===== src/common/tsca_pkg.sv =====
package tsca_pkg;

	// ---------------------------------------------------------------
	// Register indices
	// ---------------------------------------------------------------
	localparam logic [7:0] ADDR_TEMP = 8'h00;
	localparam logic [7:0] ADDR_CTRL = 8'h01;
	localparam logic [7:0] ADDR_TLOW = 8'h02;
	localparam logic [7:0] ADDR_THIGH = 8'h03;

	// ---------------------------------------------------------------
	// Values after reset, write masks and reserved read-back ones
	// ---------------------------------------------------------------
	localparam logic [15:0] CTRL_RST = 16'h60A0;
	localparam logic [15:0] TLOW_RST = 16'h4B00;
	localparam logic [15:0] THIGH_RST = 16'h5000;
	localparam logic [15:0] CTRL_WMASK = 16'h1FD0;
	localparam logic [15:0] CTRL_RSV_ONES = 16'h6000;

	// ---------------------------------------------------------------
	// Field positions of operation_control
	// ---------------------------------------------------------------
	localparam int B_ONESHOT = 15;
	localparam int B_FAULT = 11;
	localparam int B_POL = 10;
	localparam int B_MODE = 9;
	localparam int B_SD = 8;
	localparam int B_RATE = 6;
	localparam int B_FLAG = 5;
	localparam int B_EXT = 4;

	// ---------------------------------------------------------------
	// Timing
	// ---------------------------------------------------------------
	localparam int CLK_MHZ = 200;
	localparam int BASE_PERIOD_US = 125000;
	localparam int BASE_CYC = BASE_PERIOD_US * CLK_MHZ;
	localparam logic [5:0] RATE_MULT_0 = 6'h20;
	localparam logic [5:0] RATE_MULT_1 = 6'h08;
	localparam logic [5:0] RATE_MULT_2 = 6'h02;
	localparam logic [5:0] RATE_MULT_3 = 6'h01;

	// ---------------------------------------------------------------
	// Fault queue depths in conversions
	// ---------------------------------------------------------------
	localparam int FQ_DEPTH_0 = 1;
	localparam int FQ_DEPTH_1 = 2;
	localparam int FQ_DEPTH_2 = 4;
	localparam int FQ_DEPTH_3 = 6;

endpackage


===== src/tsca_fault_q.sv =====
`timescale 1ns/1ps
module tsca_fault_q #(
	parameter int CW = 3
) (
	// Clock and reset
	input wire logic clk,
	input wire logic rst,
	// Conversion results
	input wire logic sample,
	input wire logic hi_cond,
	input wire logic lo_cond,
	input wire logic [1:0] depth,
	// Qualified status
	output logic upd,
	output logic hi_q,
	output logic lo_q
);

	typedef struct packed {
		logic [CW-1:0] hi_cnt;
		logic [CW-1:0] lo_cnt;
		logic upd;
		logic hi_q;
		logic lo_q;
	} tsca_fq_t;

	tsca_fq_t st_r, st_nxt;

	function automatic logic [CW-1:0] need(input logic [1:0] d);
		unique case (d)
			2'h0: need = CW'(tsca_pkg::FQ_DEPTH_0);
			2'h1: need = CW'(tsca_pkg::FQ_DEPTH_1);
			2'h2: need = CW'(tsca_pkg::FQ_DEPTH_2);
			2'h3: need = CW'(tsca_pkg::FQ_DEPTH_3);
		endcase
	endfunction

	// Counters saturate so a long run of faults never wraps back below the depth.
	always_comb begin
		st_nxt = st_r;
		st_nxt.upd = sample;
		if (sample) begin
			st_nxt.hi_cnt = !hi_cond ? '0 : (&st_r.hi_cnt ? st_r.hi_cnt : st_r.hi_cnt + CW'(1));
			st_nxt.lo_cnt = !lo_cond ? '0 : (&st_r.lo_cnt ? st_r.lo_cnt : st_r.lo_cnt + CW'(1));
			st_nxt.hi_q = st_nxt.hi_cnt >= need(depth);
			st_nxt.lo_q = st_nxt.lo_cnt >= need(depth);
		end
	end

	always_ff @(posedge clk or posedge rst) begin
		if (rst) begin
			st_r <= '0;
		end else begin
			st_r <= st_nxt;
		end
	end

	assign upd = st_r.upd;
	assign hi_q = st_r.hi_q;
	assign lo_q = st_r.lo_q;
endmodule


===== src/tsca_top.sv =====
`timescale 1ns/1ps
module tsca_top #(
	parameter int unsigned BASE_CYC = tsca_pkg::BASE_CYC
) (
	// Clock and reset
	input wire logic clk,
	input wire logic rst,
	// Register port from the serial bus engine
	input wire logic [7:0] reg_addr,
	input wire logic reg_wr,
	input wire logic reg_rd,
	input wire logic [15:0] reg_wdata,
	output logic [15:0] reg_rdata,
	// Converter handshake
	output logic adc_start,
	input wire logic adc_done,
	input wire logic [12:0] adc_data,
	// Limit event pin level
	output logic alert_out
);

	typedef struct packed {
		logic [15:0] ctrl;
		logic [15:0] tlow;
		logic [15:0] thigh;
		logic [12:0] temp;
		logic busy;
		logic landed;
		logic [31:0] tick;
		logic [5:0] per_cnt;
		logic comp;
		logic ev;
		logic ev_dir;
		logic adc_start;
		logic alert;
		logic [15:0] rdata;
	} tsca_st_t;

	tsca_st_t st_r, st_nxt;

	// ---------------------------------------------------------------
	// Decoding helpers
	// ---------------------------------------------------------------
	function automatic logic [5:0] rate_mult(input logic [1:0] r);
		unique case (r)
			2'h0: rate_mult = tsca_pkg::RATE_MULT_0;
			2'h1: rate_mult = tsca_pkg::RATE_MULT_1;
			2'h2: rate_mult = tsca_pkg::RATE_MULT_2;
			2'h3: rate_mult = tsca_pkg::RATE_MULT_3;
		endcase
	endfunction

	// A limit register's value as a 13-bit signed number in the current format.
	function automatic logic [12:0] lim_raw(input logic [15:0] v, input logic ext);
		lim_raw = ext ? v[15:3] : {v[15], v[15:4]};
	endfunction

	function automatic logic [15:0] lim_read(input logic [15:0] v, input logic ext);
		lim_read = ext ? {v[15:3], 3'h0} : {v[15:4], 4'h0};
	endfunction

	logic sd, pol, mode, ext;
	logic [1:0] rate, depth;
	logic ctrl_wr, base_tick, per_fire, shot_req, start, act;
	logic hi_cond, lo_cond, q_upd, hi_q, lo_q;

	assign sd = st_r.ctrl[tsca_pkg::B_SD];
	assign pol = st_r.ctrl[tsca_pkg::B_POL];
	assign mode = st_r.ctrl[tsca_pkg::B_MODE];
	assign ext = st_r.ctrl[tsca_pkg::B_EXT];
	assign rate = st_r.ctrl[tsca_pkg::B_RATE +: 2];
	assign depth = st_r.ctrl[tsca_pkg::B_FAULT +: 2];

	assign ctrl_wr = reg_wr && (reg_addr == tsca_pkg::ADDR_CTRL);
	assign base_tick = st_r.tick == 32'(BASE_CYC - 1);
	assign per_fire = base_tick && (st_r.per_cnt >= rate_mult(rate) - 6'h01) && !sd;
	assign shot_req = ctrl_wr && reg_wdata[tsca_pkg::B_ONESHOT] && reg_wdata[tsca_pkg::B_SD];
	assign start = (per_fire || shot_req) && !st_r.busy;
	assign act = mode ? st_r.ev : st_r.comp;

	assign hi_cond = $signed(st_r.temp) >= $signed(lim_raw(st_r.thigh, ext));
	assign lo_cond = $signed(st_r.temp) < $signed(lim_raw(st_r.tlow, ext));

	tsca_fault_q #(
		.CW(3)
	) u_fq (
		.clk(clk),
		.rst(rst),
		.sample(st_r.landed),
		.hi_cond(hi_cond),
		.lo_cond(lo_cond),
		.depth(depth),
		.upd(q_upd),
		.hi_q(hi_q),
		.lo_q(lo_q)
	);

	// ---------------------------------------------------------------
	// Next state
	// ---------------------------------------------------------------
	// The limit compare looks at the result one cycle after it lands, so the
	// fault queue always judges the newest conversion.
	always_comb begin
		st_nxt = st_r;
		st_nxt.adc_start = 1'b0;
		st_nxt.landed = adc_done && st_r.busy;
		st_nxt.tick = base_tick ? '0 : st_r.tick + 32'h0000_0001;
		if (base_tick) begin
			st_nxt.per_cnt = (st_r.per_cnt >= rate_mult(rate) - 6'h01) ? '0 : st_r.per_cnt + 6'h01;
		end
		if (start) begin
			st_nxt.busy = 1'b1;
			st_nxt.adc_start = 1'b1;
		end
		if (adc_done && st_r.busy) begin
			st_nxt.busy = 1'b0;
			st_nxt.temp = adc_data;
		end
		if (ctrl_wr) begin
			st_nxt.ctrl = (reg_wdata & tsca_pkg::CTRL_WMASK) | (st_r.ctrl & ~tsca_pkg::CTRL_WMASK);
		end
		if (reg_wr && reg_addr == tsca_pkg::ADDR_TLOW) begin
			st_nxt.tlow = reg_wdata;
		end
		if (reg_wr && reg_addr == tsca_pkg::ADDR_THIGH) begin
			st_nxt.thigh = reg_wdata;
		end
		// Any register read clears the event latch; a qualified event in the same cycle wins.
		if (reg_rd) begin
			st_nxt.ev = 1'b0;
		end
		if (q_upd) begin
			if (hi_q) begin
				st_nxt.comp = 1'b1;
			end else if (lo_q) begin
				st_nxt.comp = 1'b0;
			end
			if (!st_r.ev_dir && hi_q) begin
				st_nxt.ev = 1'b1;
				st_nxt.ev_dir = 1'b1;
			end else if (st_r.ev_dir && lo_q) begin
				st_nxt.ev = 1'b1;
				st_nxt.ev_dir = 1'b0;
			end
		end
		st_nxt.alert = pol ? act : !act;
		if (reg_rd) begin
			unique case (reg_addr)
				tsca_pkg::ADDR_TEMP: st_nxt.rdata = ext ? {st_r.temp, 3'h1} : {st_r.temp[11:0], 4'h0};
				tsca_pkg::ADDR_CTRL: begin
					st_nxt.rdata = st_r.ctrl | tsca_pkg::CTRL_RSV_ONES;
					st_nxt.rdata[tsca_pkg::B_ONESHOT] = sd && !st_r.busy;
					st_nxt.rdata[tsca_pkg::B_FLAG] = pol ? st_r.comp : !st_r.comp;
				end
				tsca_pkg::ADDR_TLOW: st_nxt.rdata = lim_read(st_r.tlow, ext);
				tsca_pkg::ADDR_THIGH: st_nxt.rdata = lim_read(st_r.thigh, ext);
				default: st_nxt.rdata = 16'h0000;
			endcase
		end
	end

	always_ff @(posedge clk or posedge rst) begin
		if (rst) begin
			st_r <= '{ctrl: tsca_pkg::CTRL_RST, tlow: tsca_pkg::TLOW_RST, thigh: tsca_pkg::THIGH_RST,
				alert: 1'b1, default: '0};
		end else begin
			st_r <= st_nxt;
		end
	end

	assign reg_rdata = st_r.rdata;
	assign adc_start = st_r.adc_start;
	assign alert_out = st_r.alert;
endmodule


===== config.mk =====
export PLATFORM = sky130hd
export DESIGN_NAME = tsca_top
export DESIGN_NICKNAME = d
export VERILOG_FILES = /design/src/common/tsca_pkg.sv /design/src/tsca_fault_q.sv /design/src/tsca_top.sv
export SDC_FILE = /design/constraint.sdc
export NUM_CORES = 1
export LEC_CHECK = 0
export ABC_AREA = 1
export BUFFER_PORTS_ARGS = -buffer_cell sky130_fd_sc_hd__buf_2
export CAP_MARGIN = 0
export CORE_ASPECT_RATIO = 0.75
export CORE_MARGIN = 2
export CORE_UTILIZATION = 32
export CTS_CLUSTER_DIAMETER = 150
export DETAILED_ROUTE_END_ITERATION = 16
export GPL_TIMING_DRIVEN = 0
export PLACE_DENSITY = 0.56
export SLEW_MARGIN = 20
export SYNTH_ARGS = -nofsm -noshare
export SYNTH_HDL_FRONTEND = slang
export SYNTH_SLANG_ARGS = --single-unit

===== constraint.sdc =====
create_clock -name clk -period 3.23 [get_ports clk]
set_clock_uncertainty 0.1 [all_clocks]
set_input_delay 0.323 -clock clk [delete_from_list [all_inputs] [get_ports clk]]
set_output_delay 0.323 -clock clk [all_outputs]
set_load 0.02 [all_outputs]

After elaboration in Yosys (flattened, before gate mapping):

Cells that the tools add are included.
Widths: inputs -> output; s select.

* register bits: 131
* input bits: 42
* output and inout bits: 18
* word-level logic and storage cells: 98

* $add $sub $neg: 6
* order comparisons: 6
* eq/ne operators: 10
* mux-type cells: 28
* bitwise logic cells: 1
* reduce and logical (&&, ||, !) cells: 28

Operators by type and width (number)
* $pmux 16 s4: 1
* $add 32x1->32 const B: 1
* $eq 32x25->1 const B: 1
* $mux 32: 1
* $mux 12: 2
* $pmux 6 s4: 1
* $eq 8x2->1 const B: 2
* $mux 16: 1
* $or 13x16->16: 1
* $mux 3: 5
* $ge 13x13->1: 1
* $lt 13x13->1: 1
* $ge 6x6->1: 2
* $logic_and 1x1->1: 12
* $mux 6: 2
* $pmux 3 s4: 1
* $sub 6x1->6 const B: 2
* $mux 1: 9
* $eq 2x2->1 const B: 4
* $eq 8x1->1 const B: 1
* $logic_not 8->1: 1
* $mux 4: 2
* $add 3x1->3 const B: 2
* $add 6x1->6 const B: 1
* 9 further kinds: 22

Longest topological paths before layout:

Gate-level depths: netlist (run 1).

* word-level depth: 10
* mapped depth: 21
* gate-level depth less buffers: 18

Cells and area by module:

From an unflattened synthesis (run 1), not the netlist that was laid out.

* cell total of the unflattened synthesis: 996
* area total of the unflattened synthesis: 7292.0 µm²

Modules (own cells, without submodules)
* tsca_top: times used 1, cells each 909, area an instance 6658.9 µm², sequential area each 2687.6 µm²
* tsca_fault_q: times used 1, cells each 87, area an instance 633.1 µm², sequential area each 225.2 µm²

Least setup slack after synthesis (run 1):

OpenSTA, ideal clock, no wires.

* path kind: reg2reg
* start point: reg st_r, in the netlist ext
* end point: reg u_fq.st_r, in the netlist u_fq.hi_q
* library setup time: 0.126 ns
* arrival time: 2.760 ns
* required time: 3.004 ns
* path slack: 0.244 ns
* cell stages (with the launch flop): 19
* path buffers: 3
* clock period less this slack: 2.986 ns
* cells stage by stage: dfrtp_1 -> buf_2 -> inv_1 -> buf_2 -> clkbuf_1 -> o21ai_0 -> ha_1 -> nand2_1 -> nor2_1 -> inv_1 -> nor2_1 -> nand2_1 -> nand3_1 -> nand3_1 -> and2_1 -> ha_1 -> a21boi_0 -> o21ai_0 -> a21oi_1

* longest elaborated chain between the ends: 4

Ends and longest elaborated chain
* from (decl): line tsca_top.sv:39 `tsca_st_t st_r, st_nxt;`
* from (signal assigned): line tsca_top.sv:164 `st_r <= '{ctrl: tsca_pkg::CTRL_RST, tlow: tsca_pkg::TLOW_RST, thigh: tsca_pkg::THIGH_RST,`
* from (signal assigned): line tsca_top.sv:167 `st_r <= st_nxt;`
* $mux 12: line tsca_top.sv:55 `lim_raw = ext ? v[15:3] : {v[15], v[15:4]};`
* $ge 13x13->1: line tsca_top.sv:81 `assign hi_cond = $signed(st_r.temp) >= $signed(lim_raw(st_r.thigh, ext));`
* $mux 3: line tsca_fault_q.sv:43 `st_nxt.hi_cnt = !hi_cond ? '0 : (&st_r.hi_cnt ? st_r.hi_cnt : st_r.hi_cnt + CW'(1));`
* $ge 3x3->1: line tsca_fault_q.sv:45 `st_nxt.hi_q = st_nxt.hi_cnt >= need(depth);`
* to (signal assigned): line tsca_fault_q.sv:54 `st_r <= st_nxt;`
* to (decl): line tsca_fault_q.sv:27 `tsca_fq_t st_r, st_nxt;`

No other way between the ends.
A chain may end at the register's enable or synchronous reset.

Worst setup path after layout (run 1):

Ends and elaborated chain as after synthesis.

==> impl_results.md, run 1 <==
- Status: complete, no violations
- TritonCTS clock tree: built
- Port-buffer cells: 56
- CP startpoint kind: flip-flop
- First-pass GRT wire length: 32,400 µm
- Syn Area/Cell: 7.60 µm²
- Synth Register Bits: 116
- Final Slew Violations: 0
- Commonest non-fill, non-tap cell in the layout: nand2_1
- DIE HEIGHT: 133 µm
- Die area: 23,600 µm²
- Final Hold Slack: 16.7 ps
- Clk_lat worst skew: 430 ps
- Total Neg Setup Slack: 0 ps
- Core area: 22,000 µm²
- Via density: 4.74
- TritonCTS Buffers: 17
- R2R Setup Slk: 210 ps
- Leak pwr: 4.44 nW
- R2R cell count: 18
- Main synth FF type: dfrtp_1
- Setup violators final: 0
- PwrDens: 463 nW/µm²
- Register area: 2910 µm²
- GRT Resource Usage Total: 18.1%
- Post-synth cell types: 39
- Hold Vio Cnt, Final: 0
- Final wirelength: 20,400 µm
- Residual DRC: 0
- Mapped Area: 7150 µm²
- Logic pwr share: 12.8%
- Ant diodes: 0
- Routed Antenna Nets: 0
- R2R Path Start: ext$_DFFE_PP0P_
- Largest net degree at the start of global routing: 32
- FP Rows: 47
- First-pass DRT Iterations: 5
- Post-DR wirelength/cell: 15.2 µm
- Maximum fanout along the worst path: 10
- Critical path class: flip-flop to flip-flop
- Die Wd: 177 µm
- Seq pwr share: 39.0%
- DP Cell Count: 1,295
- Clock root buffer: clkbuf_16
- Vias in the first global route: 5,840
- H-Tree Level Count: 4
- Worst hold path class: input pin to flip-flop
- Worst setup EP type: flip-flop
- Area of the multi-input gates: 3520 µm²
- Net switching power: 1.09 mW
- Layout cells sized above 1: 17.7%
- Worst Hold Launch: adc_data[11]
- Filler instances: 2,367
- Syn_nets: 1,023
- F_max: 0.331 GHz
- Synth warn: 0
- CTS Buffer Depth: 2
- Post-route clock period utilization: 93.4%
- Number of enable flip-flop cells after synthesis: 0
- Hold Path Depth: 3
- Slew margin rel.: 63.1%
- FF-to-FF End: u_fq.hi_q$_DFFE_PP0P_
- Via count: 6,333
- Remaining global-route overflow: 0
- Commonest non-fill, non-tap cells in the layout: nand2_1, inv_1, dfrtp_1
- Critical Path RT: 3440 ps
- Actual slew at the worst max-slew pin: 553 ps
- Gpl congestion: 0.953
- Sequential fraction of the synthesis area: 40.8%
- DPL Wire Length: 16,000 µm
- Clock power share: 48.1%
- Max VDD drop: 214 µV
- Initial Util: 32.5%
- CTS clock-pin slew for the worst setup and hold paths: 60 ps
- Post-route minimum period: 3020 ps
- Final Non-Filler Cells: 1,336
- WP data arrival: 3230 ps
- DRT iter0 DRCs: 504
- IO Pins: 60
- Max Cap Viol: 0
- CTS sink count: 116
- Pint: 2.93 mW
- P&R area growth vs syn: 21.4%
- Async S/R FF share, synth: 100%
- Hold endpoint: st_r[72]$_DFFE_PP0P_
- Initial antenna violation count: 0
- Post-Synthesis Cells: 940
- Fin nets: 1,112
- Sw frac: 27.1%
==> Yosys cell counts, types with 3 or more instances <==
cell type  count  area, µm²
nand2_1      258        968
inv_1        133        499
dfrtp_1      108       2700
o21ai_0      101        505
nor2_1        58        218
nand3_1       46        230
ha_1          41        513
xor2_1        25        219
a21oi_1       19       95.1
buf_4         18        135
nand4_1       18        113
nor3_1        17       85.1
clkbuf_1      12       45.0
nand2_2       10       62.6
buf_2          8       40.0
dfstp_2        8        210
o21ai_1        8       40.0
nor3_2         7       70.1
nor2_2         5       31.3
nor3_4         4       65.1
a21boi_0       3       22.5
inv_2          3       11.3
nor2_4         3       33.8
o211ai_1       3       22.5
or2_2          3       18.8
==> metrics by stage <==
stage / worst slack (ps) / util, % / power [mW] / instance area, µm²
3_3_place_gp: -462 / 35.5 / 2.04 / 7800
6_report: 212 / 39.4 / 4.02 / 8670
4_1_cts: 4.16 / 39.2 / 4.03 / 8610
3_5_place_dp: -461 / 36.0 / 2.07 / 7910
5_1_grt: -11.7 / 39.4 / 4.20 / 8670
2_1_floorplan: 244 / - / 1.89 / 7150
==> critical path, stage by stage (launching register included) <==
cell	delay, ps
dfrtp_1	380
buf_6	150
inv_4	90
buf_8	150
buf_4	170
o21ai_1	100
ha_1	300
nand2_1	70
nor2_2	140
buf_4	120
a21oi_2	50
buf_4	130
nand3_2	70
nand3_4	110
and2_1	160
ha_1	280
a21boi_0	120
o21ai_1	130
a21oi_1	70
==> metal layers <==
metal	wire (µm)	part of all wire, %	track usage [%]	vias to the layer above
met5	0	0	0	-
met4	153	0.75	3.72	0
met3	1410	6.9	4.48	12
met2	7750	38	23.5	188
met1	11100	54	29.5	2953
li1	-	-	-	3180
==> area by class of cell <==
cell class                      count  share of cell area (%)
Clock inverter                     11                    1.43
Sequential cell                   116                    33.6
Multi-Input combinational cell    649                    40.6
Tap cell                          294                    4.24
Timing Repair Buffer               70                    5.54
Clock buffer                       21                    5.54
Inverter                          136                    5.96
Buffer                             39                    3.09
==> cell families after synthesis <==
| group | share of synthesized area, % |
|---|---|
| and+or+nand+nor | 27.8 |
| buffers and inverters | 10.4 |
| AOI/OAI and AO/OA | 10.4 |
| DFF | 40.8 |
| adders and majority gates | 7.18 |
| xor gates and xnor gates | 3.31 |
| muxes | 0.158 |
==> sequential cells by signal (all words and copies together), names as in the netlist <==
register / count
depth: 2
st_r: 82
u_fq.lo_q: 1
rate: 2
u_fq.st_r: 6
adc_start: 1
sd: 1
reg_rdata: 15
u_fq.hi_q: 1
mode: 1
alert_out: 1
ext: 1
pol: 1
u_fq.upd: 1
==> how the worst max path moves through the flow <==
stage	from	end	slack, ps
2_1_floorplan	ext$_DFFE_PP0P_	u_fq.hi_q$_DFFE_PP0P_	240
3_3_place_gp	ext$_DFFE_PP0P_	u_fq.hi_q$_DFFE_PP0P_	-460
3_5_place_dp	ext$_DFFE_PP0P_	u_fq.hi_q$_DFFE_PP0P_	-460
4_1_cts	ext$_DFFE_PP0P_	u_fq.hi_q$_DFFE_PP0P_	4
5_1_grt	ext$_DFFE_PP0P_	u_fq.hi_q$_DFFE_PP0P_	-10
6_report	ext$_DFFE_PP0P_	u_fq.hi_q$_DFFE_PP0P_	210
==> power groups by stage <==
stage / sequential, mW / combinational, mW / clock [mW]
after floorplan: 1.57 / 0.325 / 0
after global placement: 1.59 / 0.449 / 0
after detailed placement: 1.59 / 0.477 / 0
after CTS: 1.56 / 0.493 / 1.98
after global routing: 1.57 / 0.596 / 2.04
final: 1.57 / 0.515 / 1.93
==> what timing repair did <==
item / in CTS / in global routing
gates resized for setup: 13 / 23
setup endpoints to repair: 2 / 2
setup buffers: 0 / 2
hold buffers: 7 / 0
cloned: 0 / 0
hold endpoints to repair: 34 / 0
pin swaps: 0 / 4
Note: power is estimated with default switching activity, not from simulation.
==> run 2, diff against run 1 <==
--- a/config.mk
+++ b/config.mk
@@ -15,6 +15,7 @@
 export DETAILED_ROUTE_END_ITERATION = 16
 export GPL_TIMING_DRIVEN = 0
 export PLACE_DENSITY = 0.56
+export REMOVE_ABC_BUFFERS = 1
 export SLEW_MARGIN = 20
 export SYNTH_ARGS = -nofsm -noshare
 export SYNTH_HDL_FRONTEND = slang
==> impl_results.md, run 2 (synthesis gave the netlist of run 1 again) <==
- Remaining global-route overflow: 0 (unchanged)
- Post-Place Setup Slack: -261 ps (+201 ps)
- Worst hold path class: input pin to flip-flop
- DP Cell Count: 1,253 (-3.2%)
- Hold Vio Cnt, Final: 0 (unchanged)
- Max Cap Viol: 0 (unchanged)
- Biggest register: st_r
- Slew margin rel.: 28.1% (-35 points)
- Post-route minimum period: 2990 ps (-24.5 ps)
- F_max: 0.334 GHz (+0.82%)
- Post-DR wirelength/cell: 14.3 µm (-6.5%)
- CTS Buffer Depth: 2 (unchanged)
- Final wirelength: 18,500 µm (-9.4%)
- Initial antenna violation count: 1 (+1)
- CTS clock-pin slew for the worst setup and hold paths: 60 ps (about the same)
- Final WS setup: 237 ps (+24.5 ps)
- Via count: 6,089 (-3.9%)
- Final Slew Violations: 0 (unchanged)
- PwrDens: 464 nW/µm² (+0.29%)
- First-pass DRT Iterations: 8 (+3)
- Critical path class: flip-flop to flip-flop
- Max reg flops: 82 (unchanged)
- Via density: 4.71 (-0.73%)
- Ant diodes: 0 (unchanged)
- Max VDD drop: 377 µV (+76%)
- Core area: 22,000 µm² (unchanged)
- Residual DRC: 0 (unchanged)
- Die area: 23,600 µm² (unchanged)
- Die Wd: 177 µm (unchanged)
- Clock root buffer: clkbuf_16
- Initial Util: 32.5% (unchanged)
- Vias in the first global route: 5,652 (-3.2%)
- Maximum fanout along the worst path: 39 (+29)
- Clk_lat worst skew: 410 ps (-20 ps)
- Largest net degree at the start of global routing: 60 (+88%)
- Critical Path RT: 3430 ps (about the same)
- First-pass GRT wire length: 30,100 µm (-7.2%)
- DIE HEIGHT: 133 µm (unchanged)
- TritonCTS clock tree: built
- DRT iter0 DRCs: 502 (-0.40%)
- P&R area growth vs syn: 15.7%
- Routed Antenna Nets: 0 (unchanged)
- Post-route clock period utilization: 92.7% (-0.76 points)
- Port-buffer cells: 56 (unchanged)
- CTS sink count: 116 (unchanged)
- FP Rows: 47 (unchanged)
- Setup violators final: 0 (unchanged)
- Commonest non-fill, non-tap cells in the layout: nand2_1, inv_1, dfrtp_1
- Gpl congestion: 0.892 (-6.4%)
- Commonest non-fill, non-tap cell in the layout: nand2_1
- Actual slew at the worst max-slew pin: 1070 ps (+520 ps)
- Final Non-Filler Cells: 1,294 (-3.1%)
- RSZ-0062 raised after global routing: false
- TritonCTS Buffers: 17 (unchanged)
- WP data arrival: 3200 ps (-30 ps)
- Status: complete, no violations
- GRT Resource Usage Total: 16.4% (-1.8 points)
- Fin nets: 1,070 (-3.8%)
- Worst setup EP type: flip-flop
- DPL Wire Length: 13,300 µm (-17%)
- IO Pins: 60 (unchanged)
- R2R Setup Slk: 240 ps (+20 ps)
- Layout cells sized above 1: 14.5% (-3.2 points)
- CP startpoint kind: flip-flop
- H-Tree Level Count: 4 (unchanged)
- Leak pwr: 4.21 nW (-5.2%)
[run 2: cell count changes in the layout (fill, tap and decap cells not counted), moves of 2 or more]
cell,delta
dlygate4sd3_1,-4
buf_2,-6
buf_6,-3
clkbuf_1,-4
o21ai_0,+4
nor2_2,-3
buf_12,-2
nor2_1,+3
buf_4,-19
o21ai_1,-4
[run 2: what timing repair did]
| action | 4_1_cts | 5_1_grt |
|---|---|---|
| buffers inserted | 0 | 4 |
| resized for setup | 2 | 4 |
| hold buffers | 3 | 0 |
| setup endpoints to repair | 2 | 2 |
| endpoints found under the hold margin | 53 | 0 |
| gates cloned | 1 | 1 |
| pin swaps | 0 | 0 |
[run 2: path summary, 6_finish.rpt]
| kind | startpoint | to | cells past startpoint |
|---|---|---|---|
| max | ext$_DFFE_PP0P_ | u_fq.hi_q$_DFFE_PP0P_ | 17 |
| max in group asynchronous | rst | rate[1]$_DFFE_PP1P_ | 4 |
| max reg2reg | ext$_DFFE_PP0P_ | u_fq.hi_q$_DFFE_PP0P_ | 17 |
| min in group asynchronous | rst | u_fq.st_r[5]$_DFFE_PP0P_ | 3 |
| min | adc_data[7] | st_r[68]$_DFFE_PP0P_ | 3 |
| min reg2reg | reg_rdata[10]$_DFFE_PP0P_ | reg_rdata[10]$_DFFE_PP0P_ | 2 |
[run 2: area by class of cell]
| type | instances | area [µm²] |
|---|---|---|
| clock buffer | 23 | 478 |
| clock inverter | 9 | 82.6 |
| multi-input combinational | 649 | 3510 |
| tap | 294 | 368 |
| timing repair inverter | 2 | 12.5 |
| timing repair buffer | 65 | 388 |
| inverter | 136 | 519 |
| sequential | 116 | 2920 |
| fill | 2323 | 13700 |
[run 2: where the power goes]
| part | internal (mW) | total, mW | switching, mW |
|---|---|---|---|
| registers | 1.51 | 1.57 | 0.0536 |
| logic | 0.175 | 0.473 | 0.298 |
| clock network | 1.11 | 1.80 | 0.688 |
[run 2: critical path: stages, from the launching register on]
cell,delay (ps)
dfrtp_4,570
buf_12,200
nand2_1,80
o21ai_0,80
ha_1,300
nand2_1,70
inv_1,50
nand2_1,50
nand2_1,70
a21oi_1,190
nand2_1,70
nand2_1,100
nand3_4,130
and2_1,180
ha_1,280
a21boi_0,120
o21ai_0,140
a21oi_1,80
[run 2: stage by stage]
stage          power (mW)  TNS [ps]  area (µm²)  hold slack, ps  utilization (%)
2_1_floorplan        1.89    -27770        6910             289                -
6_report             3.84         0        8270            20.0             37.6
5_1_grt              4.03         0        8270            24.5             37.6
4_1_cts              3.87         0        8220            6.73             37.4
3_5_place_dp         2.04      -377        7620             340             34.6
3_3_place_gp         2.03   -215310        7560             359             34.4
[run 2: per-layer routing]
| layer | vias to the layer above | GRT usage (%) | share of wire [%] |
|---|---|---|---|
| met1 | 2838 | 26.0 | 56 |
| li1 | 3091 | - | - |
| met2 | 139 | 21.5 | 38 |
| met5 | - | 0 | 0.060 |
| met3 | 19 | 3.91 | 5.3 |
| met4 | 2 | 4.55 | 1.1 |
==> run 3, diff against run 2 <==
--- a/config.mk
+++ b/config.mk
@@ -6,7 +6,7 @@
 export NUM_CORES = 1
 export LEC_CHECK = 0
 export ABC_AREA = 1
-export BUFFER_PORTS_ARGS = -buffer_cell sky130_fd_sc_hd__buf_2
+export BUFFER_PORTS_ARGS = -buffer_cell sky130_fd_sc_hd__clkbuf_2
 export CAP_MARGIN = 0
 export CORE_ASPECT_RATIO = 0.75
 export CORE_MARGIN = 2
@@ -16,6 +16,7 @@
 export GPL_TIMING_DRIVEN = 0
 export PLACE_DENSITY = 0.56
 export REMOVE_ABC_BUFFERS = 1
+export SKIP_LAST_GASP = 1
 export SLEW_MARGIN = 20
 export SYNTH_ARGS = -nofsm -noshare
 export SYNTH_HDL_FRONTEND = slang
==> impl_results.md, run 3 (synthesis gave the netlist of run 1 again) <==
- Status: complete, no violations
- DPL Wire Length: 13,200 µm (-0.87%)
- Final Slew Violations: 0 (unchanged)
- Pint: 3.09 mW (+10%)
- Slew margin rel.: 24.5% (-3.6 points)
- Post-DR wirelength/cell: 14.2 µm (-0.29%)
- CP startpoint: ext$_DFFE_PP0P_
- Sw frac: 25.4% (-1.7 points)
- DIE HEIGHT: 133 µm (unchanged)
- Total Neg Setup Slack: 0 ps (unchanged)
- IO Pins: 60 (unchanged)
- Worst Hold Launch: adc_data[8]
- CP Buf/Inv Count: 1 (-1)
- Hold endpoint: st_r[69]$_DFFE_PP0P_
- Net switching power: 1.05 mW (+1.3%)
- Vias in the first global route: 5,579 (-1.3%)
- Crit-path slowest cell: dfrtp_4
- Initial Util: 32.5% (unchanged)
- RSZ-0062 raised after global routing: false
- Final core utilization: 38.0% (+0.43 points)
- Hold Vio Cnt, Final: 0 (unchanged)
- DRT iter0 DRCs: 499 (-0.60%)
- CP dominant cell by count: nand2_1
- Clock power share: 50.9% (+4.0 points)
- FP Rows: 47 (unchanged)
- CTS Buffer Depth: 2 (unchanged)
- Gpl congestion: 0.882 (-1.2%)
- Layout cells sized above 1: 14.7% (+0.21 points)
- Worst hold path class: input pin to flip-flop
- Remaining global-route overflow: 0 (unchanged)
- Actual slew at the worst max-slew pin: 1130 ps (+53.5 ps)
- Cell family with most CP delay: compound AO/OA/AOI/OAI gates
- Crit-path max cell delay: 540 ps (-30 ps)
- Post-route clock period utilization: 91.7% (-0.97 points)
- WP data arrival: 3160 ps (-40 ps)
- First-pass DRT Iterations: 5 (-3)
- Critical path class: flip-flop to flip-flop
- P&R area growth vs syn: 17.1%
- Final Non-Filler Cells: 1,293 (-0.077%)
- Setup violators final: 0 (unchanged)
- F_max: 0.338 GHz (+1.1%)
- Biggest register: st_r
- FF-to-FF End: u_fq.hi_q$_DFFE_PP0P_
- Initial antenna violation count: 1 (unchanged)
- Ant diodes: 0 (unchanged)
- Final wirelength: 18,400 µm (-0.36%)
- Die Wd: 177 µm (unchanged)
- Via density: 4.72 (+0.24%)
- Fin area: 8370 µm² (+1.1%)
- Clock root buffer: clkbuf_16
- Placed Area: 7620 µm² (unchanged)
- Seq pwr share: 37.7% (-3.1 points)
- Post-route minimum period: 2960 ps (-31.2 ps)
- CP startpoint kind: flip-flop
- Max Cap Viol: 0 (unchanged)
- First-pass GRT wire length: 30,000 µm (-0.25%)
- Critical Path RT: 3430 ps (about the same)
- CTS clock-pin slew for the worst setup and hold paths: 60 ps (about the same)
- TritonCTS clock tree: built
- PwrDens: 496 nW/µm² (+6.7%)
- Logic pwr share: 11.3% (-1.0 points)
- Port-buffer cells: 56 (unchanged)
- Worst setup EP type: flip-flop
- GRT Resource Usage Total: 16.4% (+0.022 points)
- Final Power: 4.15 mW (+8.0%)
- R2R cell count: 15 (-2)
- CTS sink count: 116 (unchanged)
- Hold Path Depth: 3 (unchanged)
- Die area: 23,600 µm² (unchanged)
- R2R Path Start: ext$_DFFE_PP0P_
- Fin nets: 1,069 (-0.093%)
- Max VDD drop: 346 µV (-8.1%)
- Clk_lat worst skew: 420 ps (about the same)
- Largest net degree at the start of global routing: 67 (+12%)
- DP Cell Count: 1,253 (unchanged)
- Core area: 22,000 µm² (unchanged)
- Commonest non-fill, non-tap cell in the layout: nand2_1
- R2R Setup Slk: 270 ps (+30 ps)
- Residual DRC: 0 (unchanged)
- Max reg flops: 82 (unchanged)
- H-Tree Level Count: 4 (unchanged)
- Maximum fanout along the worst path: 39 (unchanged)
- Crit-path cells: buf_12, nand2_1, o21ai_0, ha_1, a21oi_1, nand2_1, a21oi_1, nand2_1, nand2_1, nand3_2, and2_1, ha_1, a21boi_0, o21ai_0, a21oi_1
- Routed Antenna Nets: 0 (unchanged)
- Via count: 6,099 (+0.16%)
- Leak pwr: 4.24 nW (+0.92%)
- Commonest non-fill, non-tap cells in the layout: nand2_1, inv_1, dfrtp_1
- TritonCTS Buffers: 17 (unchanged)
## run 3: cell types whose count changed in the layout (fill, tap and decap cells not counted), sizes merged
cell    before  now
buf         62    6
bufinv       1    5
clkbuf      23   75
clkinv       6    5
## run 3: area by class of cell
cell class / count / area (µm²)
multi-input cells: 649 / 3500
flip-flops and latches: 116 / 2920
repair inverters: 1 / 5.00
clock inverters: 13 / 205
well taps: 294 / 368
fillers: 2345 / 13600
clock buffers: 19 / 453
inverters: 136 / 519
repair buffers: 65 / 400
## run 3: layer usage
layer / track usage (%) / up-vias / wire, µm
met2: 21.5 / 127 / 7040
met5: 0 / - / 13
li1: - / 3093 / -
met4: 4.18 / 2 / 189
met3: 4.14 / 17 / 1010
met1: 26.0 / 2860 / 10100
## run 3: worst register-to-register path: stages (launching register included)
cell and delay (ps):
dfrtp_4 540, buf_12 190, nand2_1 100, o21ai_0 80
ha_1 300, a21oi_1 140, nand2_1 90, a21oi_1 180
nand2_1 70, nand2_1 80, nand3_2 170, and2_1 210
ha_1 280, a21boi_0 110, o21ai_0 140, a21oi_1 80
## run 3: timing repair
action,in CTS,in global routing
endpoints found under the hold margin,46,0
resized for setup,2,2
cloned,1,0
hold buffers,3,0
setup endpoints to repair,2,2
buffers inserted,0,4
## run 3: worst max path at each step
stage,depth (start not counted),endpoint
2_1_floorplan,16,u_fq.hi_q$_DFFE_PP0P_
3_3_place_gp,2,reg_rdata[3]$_DFFE_PP0P_
3_5_place_dp,15,u_fq.hi_q$_DFFE_PP0P_
4_1_cts,16,u_fq.hi_q$_DFFE_PP0P_
5_1_grt,19,u_fq.lo_q$_DFFE_PP0P_
6_report,15,u_fq.hi_q$_DFFE_PP0P_
## run 3: through the flow
stage	hold WS, ps	worst slack, ps
floorplan	289	-327
global placement	363	-1880
detailed placement	309	-254
CTS	2.08	35.4
global route	20.4	68.5
finish	15.7	268
## run 3: power groups by stage
stage          Sequential, mW  Combinational, mW  Clock, mW
4_1_cts                  1.57              0.461       2.15
2_1_floorplan            1.58              0.306          0
3_5_place_dp             1.59              0.453          0
5_1_grt                  1.57              0.549       2.21
6_report                 1.57              0.470       2.11
3_3_place_gp             1.60              0.427          0
